<file path="src/common/rprs_consts.vh">
// Constants for the run-permit interlock and relay output block.
// Assumes a single 20 MHz clock and a classic Wishbone register port.
`ifndef RPRS_CONSTS_VH
`define RPRS_CONSTS_VH
`define RPRS_NUM_IN 5
`define RPRS_FSEL_W 8
`define RPRS_OPT_RUN_PERMIT 8'h31
`define RPRS_OPT_RUN_SIGNAL 8'h00
`define RPRS_OPT_ALARM 8'h05
`define RPRS_OPT_FREQ_ARRIVE 8'h01
`define RPRS_FREQ_W 16
`define RPRS_ADR_W 4
// Word offsets (byte address = 4 * index)
`define RPRS_REG_IN_FSEL0 4'h0
`define RPRS_REG_IN_FSEL4 4'h4
`define RPRS_REG_CTRL 4'h5
`define RPRS_REG_OUT_FSEL 4'h6
`define RPRS_REG_START_FREQ 4'h7
`define RPRS_REG_OUT_FREQ 4'h8
`define RPRS_REG_STATUS 4'h9
`define RPRS_REG_TARGET_FREQ 4'hA
// Control register fields
`define RPRS_CTRL_KEY_RUN 0
`define RPRS_CTRL_NET_LOCK 1
`define RPRS_CTRL_ALARM 2
// Output select byte lanes
`define RPRS_OSEL_R11 7:0
`define RPRS_OSEL_R12 15:8
`define RPRS_OSEL_RAL 23:16
// Reset values and ramp step
`define RPRS_RST_FSEL 8'hFF
`define RPRS_RST_OSEL 24'h050100
`define RPRS_RST_START_FREQ 16'h0032
`define RPRS_RST_TARGET_FREQ 16'h1770
`define RPRS_FREQ_STEP 16'h0001
`endif

</file>
<file path="src/rtl/rprs_in_sync.v">
// Three-stage input synchroniser for terminal levels.
// Assumes the input is asynchronous to ref_clk; output changes only when stages two and three agree.
`timescale 1ns/1ps
`default_nettype none
module rprs_in_sync (
  input wire ref_clk, // System clock
  input wire rst_n, // Asynchronous reset, active low
  input wire async_in, // Raw terminal level
  output reg sync_out // Filtered synchronous level
);
  reg s1;
  reg s2;
  reg s3;
  always @(posedge ref_clk or negedge rst_n) begin
    if (!rst_n) begin
      s1 <= 1'b0;
      s2 <= 1'b0;
      s3 <= 1'b0;
      sync_out <= 1'b0;
    end else begin
      s1 <= async_in;
      s2 <= s1;
      s3 <= s2;
      if (s2 == s3)
        sync_out <= s3;
    end
  end
endmodule
`default_nettype wire

</file>
<file path="src/rtl/rprs_top.v">
// Run-permit interlock and programmable relay outputs of a motor drive.
// Assumes terminal pins are asynchronous; registers are reached over classic Wishbone.
`timescale 1ns/1ps
`default_nettype none
`include "rprs_consts.vh"
module rprs_top (
  input wire ref_clk, // 20 MHz system clock
  input wire rst_n, // Asynchronous reset, active low
  input wire [`RPRS_NUM_IN-1:0] input_terminal, // Programmable input terminal pins
  input wire forward_run_command, // Forward run terminal pin
  input wire reverse_run_command, // Reverse run terminal pin
  input wire [31:0] wb_adr_i, // Wishbone byte address
  input wire [31:0] wb_dat_i, // Wishbone write data
  input wire [3:0] wb_sel_i, // Wishbone byte selects
  input wire wb_we_i, // Wishbone write enable
  input wire wb_cyc_i, // Wishbone cycle
  input wire wb_stb_i, // Wishbone strobe
  output reg [31:0] wb_dat_o, // Wishbone read data
  output reg wb_ack_o, // Wishbone acknowledge
  output reg wb_err_o, // Wishbone error for unmapped address
  output reg run_active, // Drive in run mode, output frequency above the start frequency setting
  output reg [`RPRS_FREQ_W-1:0] output_frequency, // Present output frequency
  output reg relay_11, // Form A relay 11 contact closed
  output reg relay_12, // Form A relay 12 contact closed
  output reg alarm_relay_contacts // Form C relay energised (normally-open side closed)
);
  // Synchronised terminals
  wire [`RPRS_NUM_IN-1:0] in_sync;
  wire fw_sync;
  wire rv_sync;
  genvar gi;
  generate
    for (gi = 0; gi < `RPRS_NUM_IN; gi = gi + 1) begin : g_in
      rprs_in_sync u_in (
        .ref_clk(ref_clk),
        .rst_n(rst_n),
        .async_in(input_terminal[gi]),
        .sync_out(in_sync[gi])
      );
    end
  endgenerate
  rprs_in_sync u_fw (
    .ref_clk(ref_clk),
    .rst_n(rst_n),
    .async_in(forward_run_command),
    .sync_out(fw_sync)
  );
  rprs_in_sync u_rv (
    .ref_clk(ref_clk),
    .rst_n(rst_n),
    .async_in(reverse_run_command),
    .sync_out(rv_sync)
  );

  // Configuration registers
  reg [`RPRS_FSEL_W-1:0] input_terminal_function_select [0:`RPRS_NUM_IN-1];
  reg key_run;
  reg net_lock;
  reg alarm_state;
  reg [23:0] out_sel;
  reg [`RPRS_FREQ_W-1:0] start_frequency_setting;
  reg [`RPRS_FREQ_W-1:0] target_freq;

  // Output function decode, shared by all three relays
  function out_func;
    input [7:0] code;
    input running;
    input alarm;
    input at_freq;
    begin
      case (code)
        `RPRS_OPT_RUN_SIGNAL: out_func = running;
        `RPRS_OPT_ALARM: out_func = alarm;
        `RPRS_OPT_FREQ_ARRIVE: out_func = at_freq;
        default: out_func = 1'b0;
      endcase
    end
  endfunction

  // Permit gating
  reg permit_assigned;
  reg permit_level;
  reg run_request;
  reg run_enable;
  integer k;
  always @* begin
    permit_assigned = 1'b0;
    permit_level = 1'b0;
    for (k = 0; k < `RPRS_NUM_IN; k = k + 1) begin
      if (input_terminal_function_select[k] == `RPRS_OPT_RUN_PERMIT) begin
        permit_assigned = 1'b1;
        permit_level = permit_level | in_sync[k];
      end
    end
    run_request = fw_sync | rv_sync | key_run;
    if (permit_assigned)
      run_enable = run_request & permit_level;
    else
      run_enable = fw_sync | rv_sync | key_run;
  end

  // Frequency ramp; enable gates the ramp target, output drops at once when lost
  wire [`RPRS_FREQ_W-1:0] next_output_frequency;
  assign next_output_frequency = !run_enable ? {`RPRS_FREQ_W{1'b0}} :
    (output_frequency < start_frequency_setting) ? start_frequency_setting :
    (output_frequency < target_freq) ? output_frequency + `RPRS_FREQ_STEP :
    output_frequency;
  wire running_now = run_enable && (output_frequency > start_frequency_setting);
  wire at_freq = run_enable && (output_frequency == target_freq);

  always @(posedge ref_clk or negedge rst_n) begin
    if (!rst_n) begin
      output_frequency <= {`RPRS_FREQ_W{1'b0}};
      run_active <= 1'b0;
      relay_11 <= 1'b0;
      relay_12 <= 1'b0;
      alarm_relay_contacts <= 1'b0;
    end else begin
      output_frequency <= next_output_frequency;
      run_active <= running_now;
      relay_11 <= out_func(out_sel[`RPRS_OSEL_R11], running_now, alarm_state, at_freq);
      relay_12 <= out_func(out_sel[`RPRS_OSEL_R12], running_now, alarm_state, at_freq);
      alarm_relay_contacts <= out_func(out_sel[`RPRS_OSEL_RAL], running_now, alarm_state,
        at_freq);
    end
  end

  // Wishbone slave: one-cycle ack, drop in following cycle
  wire [`RPRS_ADR_W-1:0] idx = wb_adr_i[`RPRS_ADR_W+1:2];
  wire mapped = (wb_adr_i[31:`RPRS_ADR_W+2] == 26'h0000000) &&
    (idx <= `RPRS_REG_TARGET_FREQ);
  wire req = wb_cyc_i && wb_stb_i && !wb_ack_o && !wb_err_o;
  wire wr = req && wb_we_i && mapped;
  reg [31:0] rd_data;
  integer j;

  always @* begin
    rd_data = 32'h00000000;
    if (idx <= `RPRS_REG_IN_FSEL4)
      rd_data = {24'h000000, input_terminal_function_select[idx[2:0]]};
    else begin
      case (idx)
        `RPRS_REG_CTRL: rd_data = {29'h00000000, alarm_state, net_lock, key_run};
        `RPRS_REG_OUT_FSEL: rd_data = {8'h00, out_sel};
        `RPRS_REG_START_FREQ: rd_data = {16'h0000, start_frequency_setting};
        `RPRS_REG_OUT_FREQ: rd_data = {16'h0000, output_frequency};
        `RPRS_REG_STATUS: rd_data = {24'h000000, in_sync, permit_assigned, permit_level,
          run_active};
        `RPRS_REG_TARGET_FREQ: rd_data = {16'h0000, target_freq};
        default: rd_data = 32'h00000000;
      endcase
    end
  end

  always @(posedge ref_clk or negedge rst_n) begin
    if (!rst_n) begin
      wb_ack_o <= 1'b0;
      wb_err_o <= 1'b0;
      wb_dat_o <= 32'h00000000;
      key_run <= 1'b0;
      net_lock <= 1'b0;
      alarm_state <= 1'b0;
      out_sel <= `RPRS_RST_OSEL;
      start_frequency_setting <= `RPRS_RST_START_FREQ;
      target_freq <= `RPRS_RST_TARGET_FREQ;
      for (j = 0; j < `RPRS_NUM_IN; j = j + 1)
        input_terminal_function_select[j] <= `RPRS_RST_FSEL;
    end else begin
      wb_ack_o <= req && mapped;
      wb_err_o <= req && !mapped;
      wb_dat_o <= (req && mapped && !wb_we_i) ? rd_data : 32'h00000000;
      if (wr && wb_sel_i[0]) begin
        if (idx <= `RPRS_REG_IN_FSEL4) begin
          // Network writes never touch the permit code, in either direction
          if (!net_lock && wb_dat_i[7:0] != `RPRS_OPT_RUN_PERMIT &&
              input_terminal_function_select[idx[2:0]] != `RPRS_OPT_RUN_PERMIT)
            input_terminal_function_select[idx[2:0]] <= wb_dat_i[7:0];
        end else if (idx == `RPRS_REG_CTRL) begin
          key_run <= wb_dat_i[`RPRS_CTRL_KEY_RUN];
          net_lock <= wb_dat_i[`RPRS_CTRL_NET_LOCK];
          alarm_state <= wb_dat_i[`RPRS_CTRL_ALARM];
        end else if (idx == `RPRS_REG_START_FREQ)
          start_frequency_setting[7:0] <= wb_dat_i[7:0];
        else if (idx == `RPRS_REG_TARGET_FREQ)
          target_freq[7:0] <= wb_dat_i[7:0];
        else if (idx == `RPRS_REG_OUT_FSEL)
          out_sel[`RPRS_OSEL_R11] <= wb_dat_i[7:0];
      end
      if (wr && wb_sel_i[1]) begin
        if (idx == `RPRS_REG_START_FREQ)
          start_frequency_setting[15:8] <= wb_dat_i[15:8];
        else if (idx == `RPRS_REG_TARGET_FREQ)
          target_freq[15:8] <= wb_dat_i[15:8];
        else if (idx == `RPRS_REG_OUT_FSEL)
          out_sel[`RPRS_OSEL_R12] <= wb_dat_i[15:8];
      end
      if (wr && wb_sel_i[2] && idx == `RPRS_REG_OUT_FSEL)
        out_sel[`RPRS_OSEL_RAL] <= wb_dat_i[23:16];
    end
  end
endmodule
`default_nettype wire

</file>
<file path="config.mk">
export PLATFORM = sky130hd
export DESIGN_NAME = rprs_top
export DESIGN_NICKNAME = d
export VERILOG_FILES = /design/src/rtl/rprs_in_sync.v /design/src/rtl/rprs_top.v
export VERILOG_INCLUDE_DIRS = /design/src /design/src/common
export SDC_FILE = /design/constraint.sdc
export NUM_CORES = 1
export LEC_CHECK = 0
export BUFFER_PORTS_ARGS = -buffer_cell sky130_fd_sc_hd__buf_4
export CAP_MARGIN = 20
export CORE_MARGIN = 2
export CORE_UTILIZATION = 55
export CTS_CLUSTER_DIAMETER = 200
export CTS_CLUSTER_SIZE = 12
export DETAILED_ROUTE_END_ITERATION = 10
export PLACE_DENSITY = 0.89
export SLEW_MARGIN = 30
export SYNTH_ARGS = -nofsm -noshare
export SYNTH_HDL_FRONTEND = slang
export SYNTH_SLANG_ARGS = --single-unit
</file>
<file path="constraint.sdc">
create_clock -name ref_clk -period 4.1 [get_ports ref_clk]
set_clock_uncertainty 0.15 [all_clocks]
set_input_delay 0.82 -clock ref_clk [delete_from_list [all_inputs] [get_ports ref_clk]]
set_output_delay 0.82 -clock ref_clk [all_outputs]
set_load 0.05 [all_outputs]
</file>
==> results.ini, run 1 <==
[final_layout]
layoutNonFillerInstCount=1041
antenna_cells=0
drive_above_1_share_pct=36.9
fin_nets=953
syn_to_final_growth_pct=18.0

[cts]
insertion_delay_ns=0.44
clock_sinks=173
htreeDepth=4
clkTransAtPathRegs_ns=0.06
cts_inserted_buffers=17
hold_buffers=0
cts_setup_buffers=0
cts_tree=built
cts_resized=0
cts-root-buf=clkbuf_16
clockBufferDepth=2

[power_and_ir_drop]
vdd_ir_drop_max_v=0.000299
powerDensity_mw_per_mm2=337
p_leak_nw=4.59

[worst_setup_path]
critPathKind=reg2reg
cp_data_required_time_ns=4.30
crit_start=output_frequency[13]$_DFFE_PN0P_
cp_max_fo=15
reg2reg_from=output_frequency[13]$_DFFE_PN0P_
worstSetupEndpointType=register
crit_arrival_ns=3.50
cp-start-kind=register

[timing]
slew_headroom_pct=51.7
fin_setup_tns_ns=0
timing.final.crit_share_pct=80.5
finalWorstPathRequiredPeriod_ns=3.30
final-hold-violation-count=0
rsz0062_at_grt=false
final_max_slew_viol_count=0
setup-violations-final=0
max_freq_ghz=0.303
tightest_slew_ns=0.724

[synth]
syn_area_per_cell_sq_um=11.7
ys.flop_type=dfrtp_1
synth_mux_area_share_pct=15.0
synth-edff-count=0
synth_top_family_by_area=multiplexers
synth_seq_cells=173
synthSimpleGateAreaFrac_pct=12.1
synthCells=727
yosysWarnings=0
synth_compound_area_share_pct=10.3
synth-async-reset-ratio_pct=100
synthAdderAreaFrac_pct=5.66
syn_area_sq_mm=0.00853
synthXorXnorAreaFrac_pct=1.44
seq_area_frac_synth_pct=51.5
yosysUniqueCellTypes=57

[global_routing]
grt_first_pass_wirelength_microns=33500
grt_pass1_vias=6341
grt_usage_pct=26.5
antenna_found_initial=0
grt-ovfl-total=0
grt_start_max_net_pins=82

[floorplanning]
die_area_sq_mm=0.0165
start_util_pct=56.1
die_w_microns=129
dieHeight_microns=129
ioPinCount=134
core_sq_mm=0.0152
fp-row-count=45

[min_path]
hold_class=reg2reg
hp-start=g_in[0].u_in.s1$_DFF_PN0_

[run_status]
status=finished clean

[routing]
detail_route.vias_per_cell=6.25
wl_met2_microns=9940
num_vias=6506
drtPass1Iterations=5
met1_length_microns=8640
drt-wirelength-per-cell_microns=20.4
wirelength_microns=21200
top_layer_used=met4
met3_wirelength_microns=2050
dr.first_iter.drc_count=771
ant_nets=0
drc=0

[placed_design]
dp_cells=1009
dp_hpwl_microns=15000
io_buffers=114
gp_congestion=0.926

[job]
maxCapViolations=0

## layout by cell type (no fill, tap or decap), drive strengths merged, types with 2 or more instances in the layout
cell type	count
a211oi	20
a21o	2
a21oi	27
a222oi	7
a22oi	24
a31oi	13
and2	5
and3	11
buf	122
clkbuf	22
clkinv	7
conb	8
dfrtp	120
dfstp	53
ha	33
inv	40
maj3	7
mux2	99
mux2i	10
mux4	3
nand2	31
nand2b	11
nand3	11
nand4	18
nor2	45
nor2b	8
nor3	13
nor4	12
nor4b	4
o2111ai	4
o211ai	3
o21ai	13
o22ai	4
o31ai	2
or2	9
or3	2
or4	3
or4b	2
xnor2	13
## report_power, final
part	switching [mW]	leakage, nW	internal (mW)
clock network	0.656	0.264	0.808
registers	0.0146	2.16	1.73
logic	0.117	2.17	0.0647
total	0.788	4.59	2.60
## area by class of cell
cell class | instances | area, sq um
timing repair buffer | 122 | 932
tap | 188 | 235
multi-input combinational | 488 | 3830
inverter | 38 | 143
clock inverter | 10 | 66.3
sequential | 173 | 4400
fill | 1092 | 5140
clock buffer | 22 | 465
## worst max-delay path: stages (launching register included)
cell	delay, ns
dfrtp_1	0.50
ha_1	0.37
nand4_1	0.20
nor4_1	0.11
a21boi_1	0.15
or4b_1	0.83
or2_2	0.44
o31a_1	0.25
a211oi_1	0.22
## path summary, 6_finish.rpt
check                                                   end  slack [ns]  depth (start not counted)
max in group asynchronous           out_sel[16]$_DFFE_PN1P_        2.55                          2
min                               g_in[0].u_in.s2$_DFF_PN0_        0.20                          0
max                        output_frequency[12]$_DFFE_PN0P_        0.80                          8
max reg2reg                output_frequency[12]$_DFFE_PN0P_        0.80                          8
min reg2reg                       g_in[0].u_in.s2$_DFF_PN0_        0.20                          0
min in group asynchronous         u_rv.sync_out$_DFFE_PN0N_        0.26                          1
## registers in the layout, summed over array words and instances, names as in the netlist, 5 cells and up
name,count
g_in.u_in.s1,5
g_in.u_in.s2,5
g_in.u_in.s3,5
g_in.u_in.sync_out,5
input_terminal_function_select,40
out_sel,24
output_frequency,16
start_frequency_setting,16
target_freq,16
wb_dat_o,24
## stage by stage
stage | power, mW | hold WS [ns] | cell area, sq um | util [%] | setup slack, ns
6_report | 3.39 | 0.198 | 10100 | 66.2 | 0.801
5_1_grt | 3.50 | 0.206 | 10100 | 66.2 | 0.714
2_1_floorplan | 1.84 | 0.181 | 8560 | - | 1.10
3_3_place_gp | 1.95 | 0.181 | 9530 | 62.7 | 0.809
4_1_cts | 3.40 | 0.201 | 10100 | 66.2 | 0.859
3_5_place_dp | 1.95 | 0.186 | 9530 | 62.7 | 0.767
## synthesized netlist by cell type, types with 2 or more instances
master	count	area, sq um
or2_1	2	12.5
a31oi_1	13	81.3
nand2_1	31	116
xnor2_1	13	114
buf_1	2	7.51
a22oi_1	24	180
nand2b_1	11	68.8
and3_1	11	68.8
buf_2	6	30.0
mux2_1	5	56.3
and2_1	5	31.3
o22ai_1	4	25.0
or2_2	7	43.8
clkbuf_1	15	56.3
maj3_1	7	70.1
nand3_1	11	55.1
buf_6	2	22.5
o21ai_0	13	65.1
nor3_4	4	65.1
nor2b_1	8	50.1
nor3_1	9	45.0
buf_4	9	67.6
o211ai_1	3	22.5
a21oi_1	27	135
or4_1	3	22.5
ha_1	33	413
nand4_1	18	113
dfstp_2	53	1390
nor4b_1	4	35.0
or3_1	2	12.5
o2111ai_1	4	35.0
dfrtp_1	120	3000
a211oi_1	20	150
mux4_2	3	67.6
a21o_1	2	15.0
a222oi_1	7	70.1
inv_1	38	143
nor2_1	45	169
mux2i_1	10	100
nor4_1	12	75.1
o31ai_1	2	15.0
mux2_2	94	1060
## cell families (layout without fill, tap and decap cells)
logic type,after synthesis,count (layout)
AND/OR/NAND/NOR,187,187
flip-flops,173,173
AO/OA/AOI/OAI,127,127
multiplexers,112,112
buffers and inverters,73,192
adder cells (fa/ha/maj),40,40
XOR/XNOR,14,14
other,1,8
## metal layers
layer	track usage (%)	up-vias
li1	-	2891
met1	36.5	3189
met2	41.0	369
met3	6.44	57
met4	10.2	0
met5	0	-
(Power assumes the default switching activity.)
==> run 2: changes to the inputs <==
- clock period: 4.1 -> 3.3 ns (I/O delays scaled with it)
==> run 2 against run 1 <==
Cell count grew 2.7%. First-iteration DRC count shrank 1.4%. Clock power grew 34%. Worst setup slack lost 0.57 ns. Highest routed layer unchanged.
==> results.ini, run 2 (synthesized netlist as in run 1, its figures left out) <==
[power_and_ir_drop]
powerDensity_mw_per_mm2=422  ; +25%
p_leak_nw=4.75  ; +3.6%
vdd_ir_drop_max_v=0.000360  ; +21%

[placed_design]
gp_congestion=0.958  ; +3.5%
io_buffers=114  ; unchanged
post_dp_cell_area_sq_mm=0.00974  ; +2.2%
dp_hpwl_microns=15800  ; +5.6%

[final_layout]
layout_common_cells=148 x buf_4, 120 x dfrtp_1, 94 x mux2_2
syn_to_final_growth_pct=20.9
antenna_cells=0  ; unchanged
largest_register_ffs=40  ; unchanged
fin_nets=981  ; +2.9%
regMostFlops=input_terminal_function_select
drive_above_1_share_pct=39.3  ; +2.3 points
final_common_cell=buf_4
finalInstanceArea_sq_mm=0.0103  ; +2.5%
largestRegisters=input_terminal_function_select (40), out_sel (24), wb_dat_o (24)

[job]
maxCapViolations=0  ; unchanged

[floorplanning]
start_util_pct=56.1  ; unchanged
dieHeight_microns=129  ; unchanged
die_area_sq_mm=0.0165  ; unchanged
ioPinCount=134  ; unchanged
fp-row-count=45  ; unchanged
core_sq_mm=0.0152  ; unchanged
die_w_microns=129  ; unchanged

[global_routing]
grt_pass1_vias=6727  ; +6.1%
antenna_found_initial=0  ; unchanged
grt_start_max_net_pins=66  ; -20%
grt_usage_pct=28.9  ; +2.4 points
grt-ovfl-total=0  ; unchanged
grt_first_pass_wirelength_microns=36300  ; +8.1%

[cts]
hold_buffers=0  ; unchanged
cts_setup_buffers=0  ; unchanged
htreeDepth=4  ; unchanged
insertion_delay_ns=0.45  ; about the same
cts_inserted_buffers=17  ; unchanged
cts-root-buf=clkbuf_16
cts_resized=0  ; unchanged
clock_sinks=173  ; unchanged
clockBufferDepth=2  ; unchanged
cts_tree=built
clkTransAtPathRegs_ns=0.06  ; about the same

[routing]
drt-wirelength-per-cell_microns=21.1  ; +3.6%
drc=0  ; unchanged
wirelength_microns=22600  ; +6.4%
num_vias=6782  ; +4.2%
drtPass1Iterations=7  ; +2
dr.first_iter.drc_count=760  ; -1.4%
ant_nets=0  ; unchanged
met1_length_microns=9210  ; +6.6%
top_layer_used=met4
detail_route.vias_per_cell=6.34  ; +1.5%
met3_wirelength_microns=2150  ; +4.8%
wl_met2_microns=10400  ; +4.5%

[timing]
whs_ns=0.0489  ; -0.149 ns
max_freq_ghz=0.326  ; +7.5%
final_max_slew_viol_count=0  ; unchanged
fin_setup_tns_ns=0  ; unchanged
setup-violations-final=0  ; unchanged
tightest_slew_ns=0.681  ; -0.0433 ns
final-hold-violation-count=0  ; unchanged
slew_headroom_pct=54.6  ; +2.9 points
timing.final.crit_share_pct=93.0  ; +13 points
rsz0062_at_grt=false
finalWorstPathRequiredPeriod_ns=3.07  ; -0.230 ns

[worst_setup_path]
critPathKind=reg2reg
cp_data_required_time_ns=3.50  ; -0.80 ns
crit_arrival_ns=3.27  ; -0.23 ns
worstSetupEndpointType=register
cp_max_fo=9  ; -6
reg2regPathDepth=10  ; +2
cp-start-kind=register

[min_path]
hold_class=in2async

[run_status]
status=finished clean

## run 2: worst paths after layout
path	startpoint	to	slack, ns
max in group asynchronous	rst_n	out_sel[16]$_DFFE_PN1P_	2.16
min in group ref_clk	forward_run_command	u_fw.s1$_DFF_PN0_	0.17
min reg2reg	g_in[4].u_in.s1$_DFF_PN0_	g_in[4].u_in.s2$_DFF_PN0_	0.20
max reg2reg	target_freq[12]$_DFFE_PN1P_	output_frequency[14]$_DFFE_PN0P_	0.23
min	rst_n	wb_dat_o[9]$_DFF_PN0_	0.05
max	target_freq[12]$_DFFE_PN1P_	output_frequency[14]$_DFFE_PN0P_	0.23
## run 2: per-layer routing
| metal | track usage [%] | up-vias |
|---|---|---|
| li1 | - | 2951 |
| met1 | 39.8 | 3311 |
| met2 | 44.0 | 437 |
| met3 | 7.32 | 83 |
| met4 | 12.3 | 0 |
| met5 | 0 | - |
## run 2: critical path, cell delays in order (launching register included)
cell and delay, ns:
dfstp_2 0.54, inv_1 0.05, ha_1 0.28, nand4_1 0.19
nor4_1 0.12, a21boi_1 0.16, or4b_1 0.64, buf_4 0.24
nor3_1 0.30, xnor2_1 0.10, a211oi_1 0.22
## run 2: power breakdown
part | internal, mW | switching [mW] | total, mW
Combinational | 0.0859 | 0.151 | 0.237
Sequential | 2.15 | 0.0176 | 2.16
Clock | 1.08 | 0.877 | 1.95
## run 2: area by class of cell
class                           instances  area [sq um]
Fill cell                            1034          4890
Timing Repair Buffer                  150          1140
Inverter                               38           143
Clock inverter                         13           126
Multi-Input combinational cell        488          3830
Tap cell                              188           235
Clock buffer                           19           443
Sequential cell                       173          4400
## run 2: stage by stage
stage          utilization (%)  instances  setup WS, ns  power [mW]
2_1_floorplan                -        734         0.295        2.29
3_3_place_gp              64.1       1037         0.177        2.43
3_5_place_dp              64.1       1037        0.0854        2.43
4_1_cts                   67.8       1069         0.266        4.37
5_1_grt                   67.8       1069        0.0772        4.49
6_report                  67.8       1069         0.231        4.35
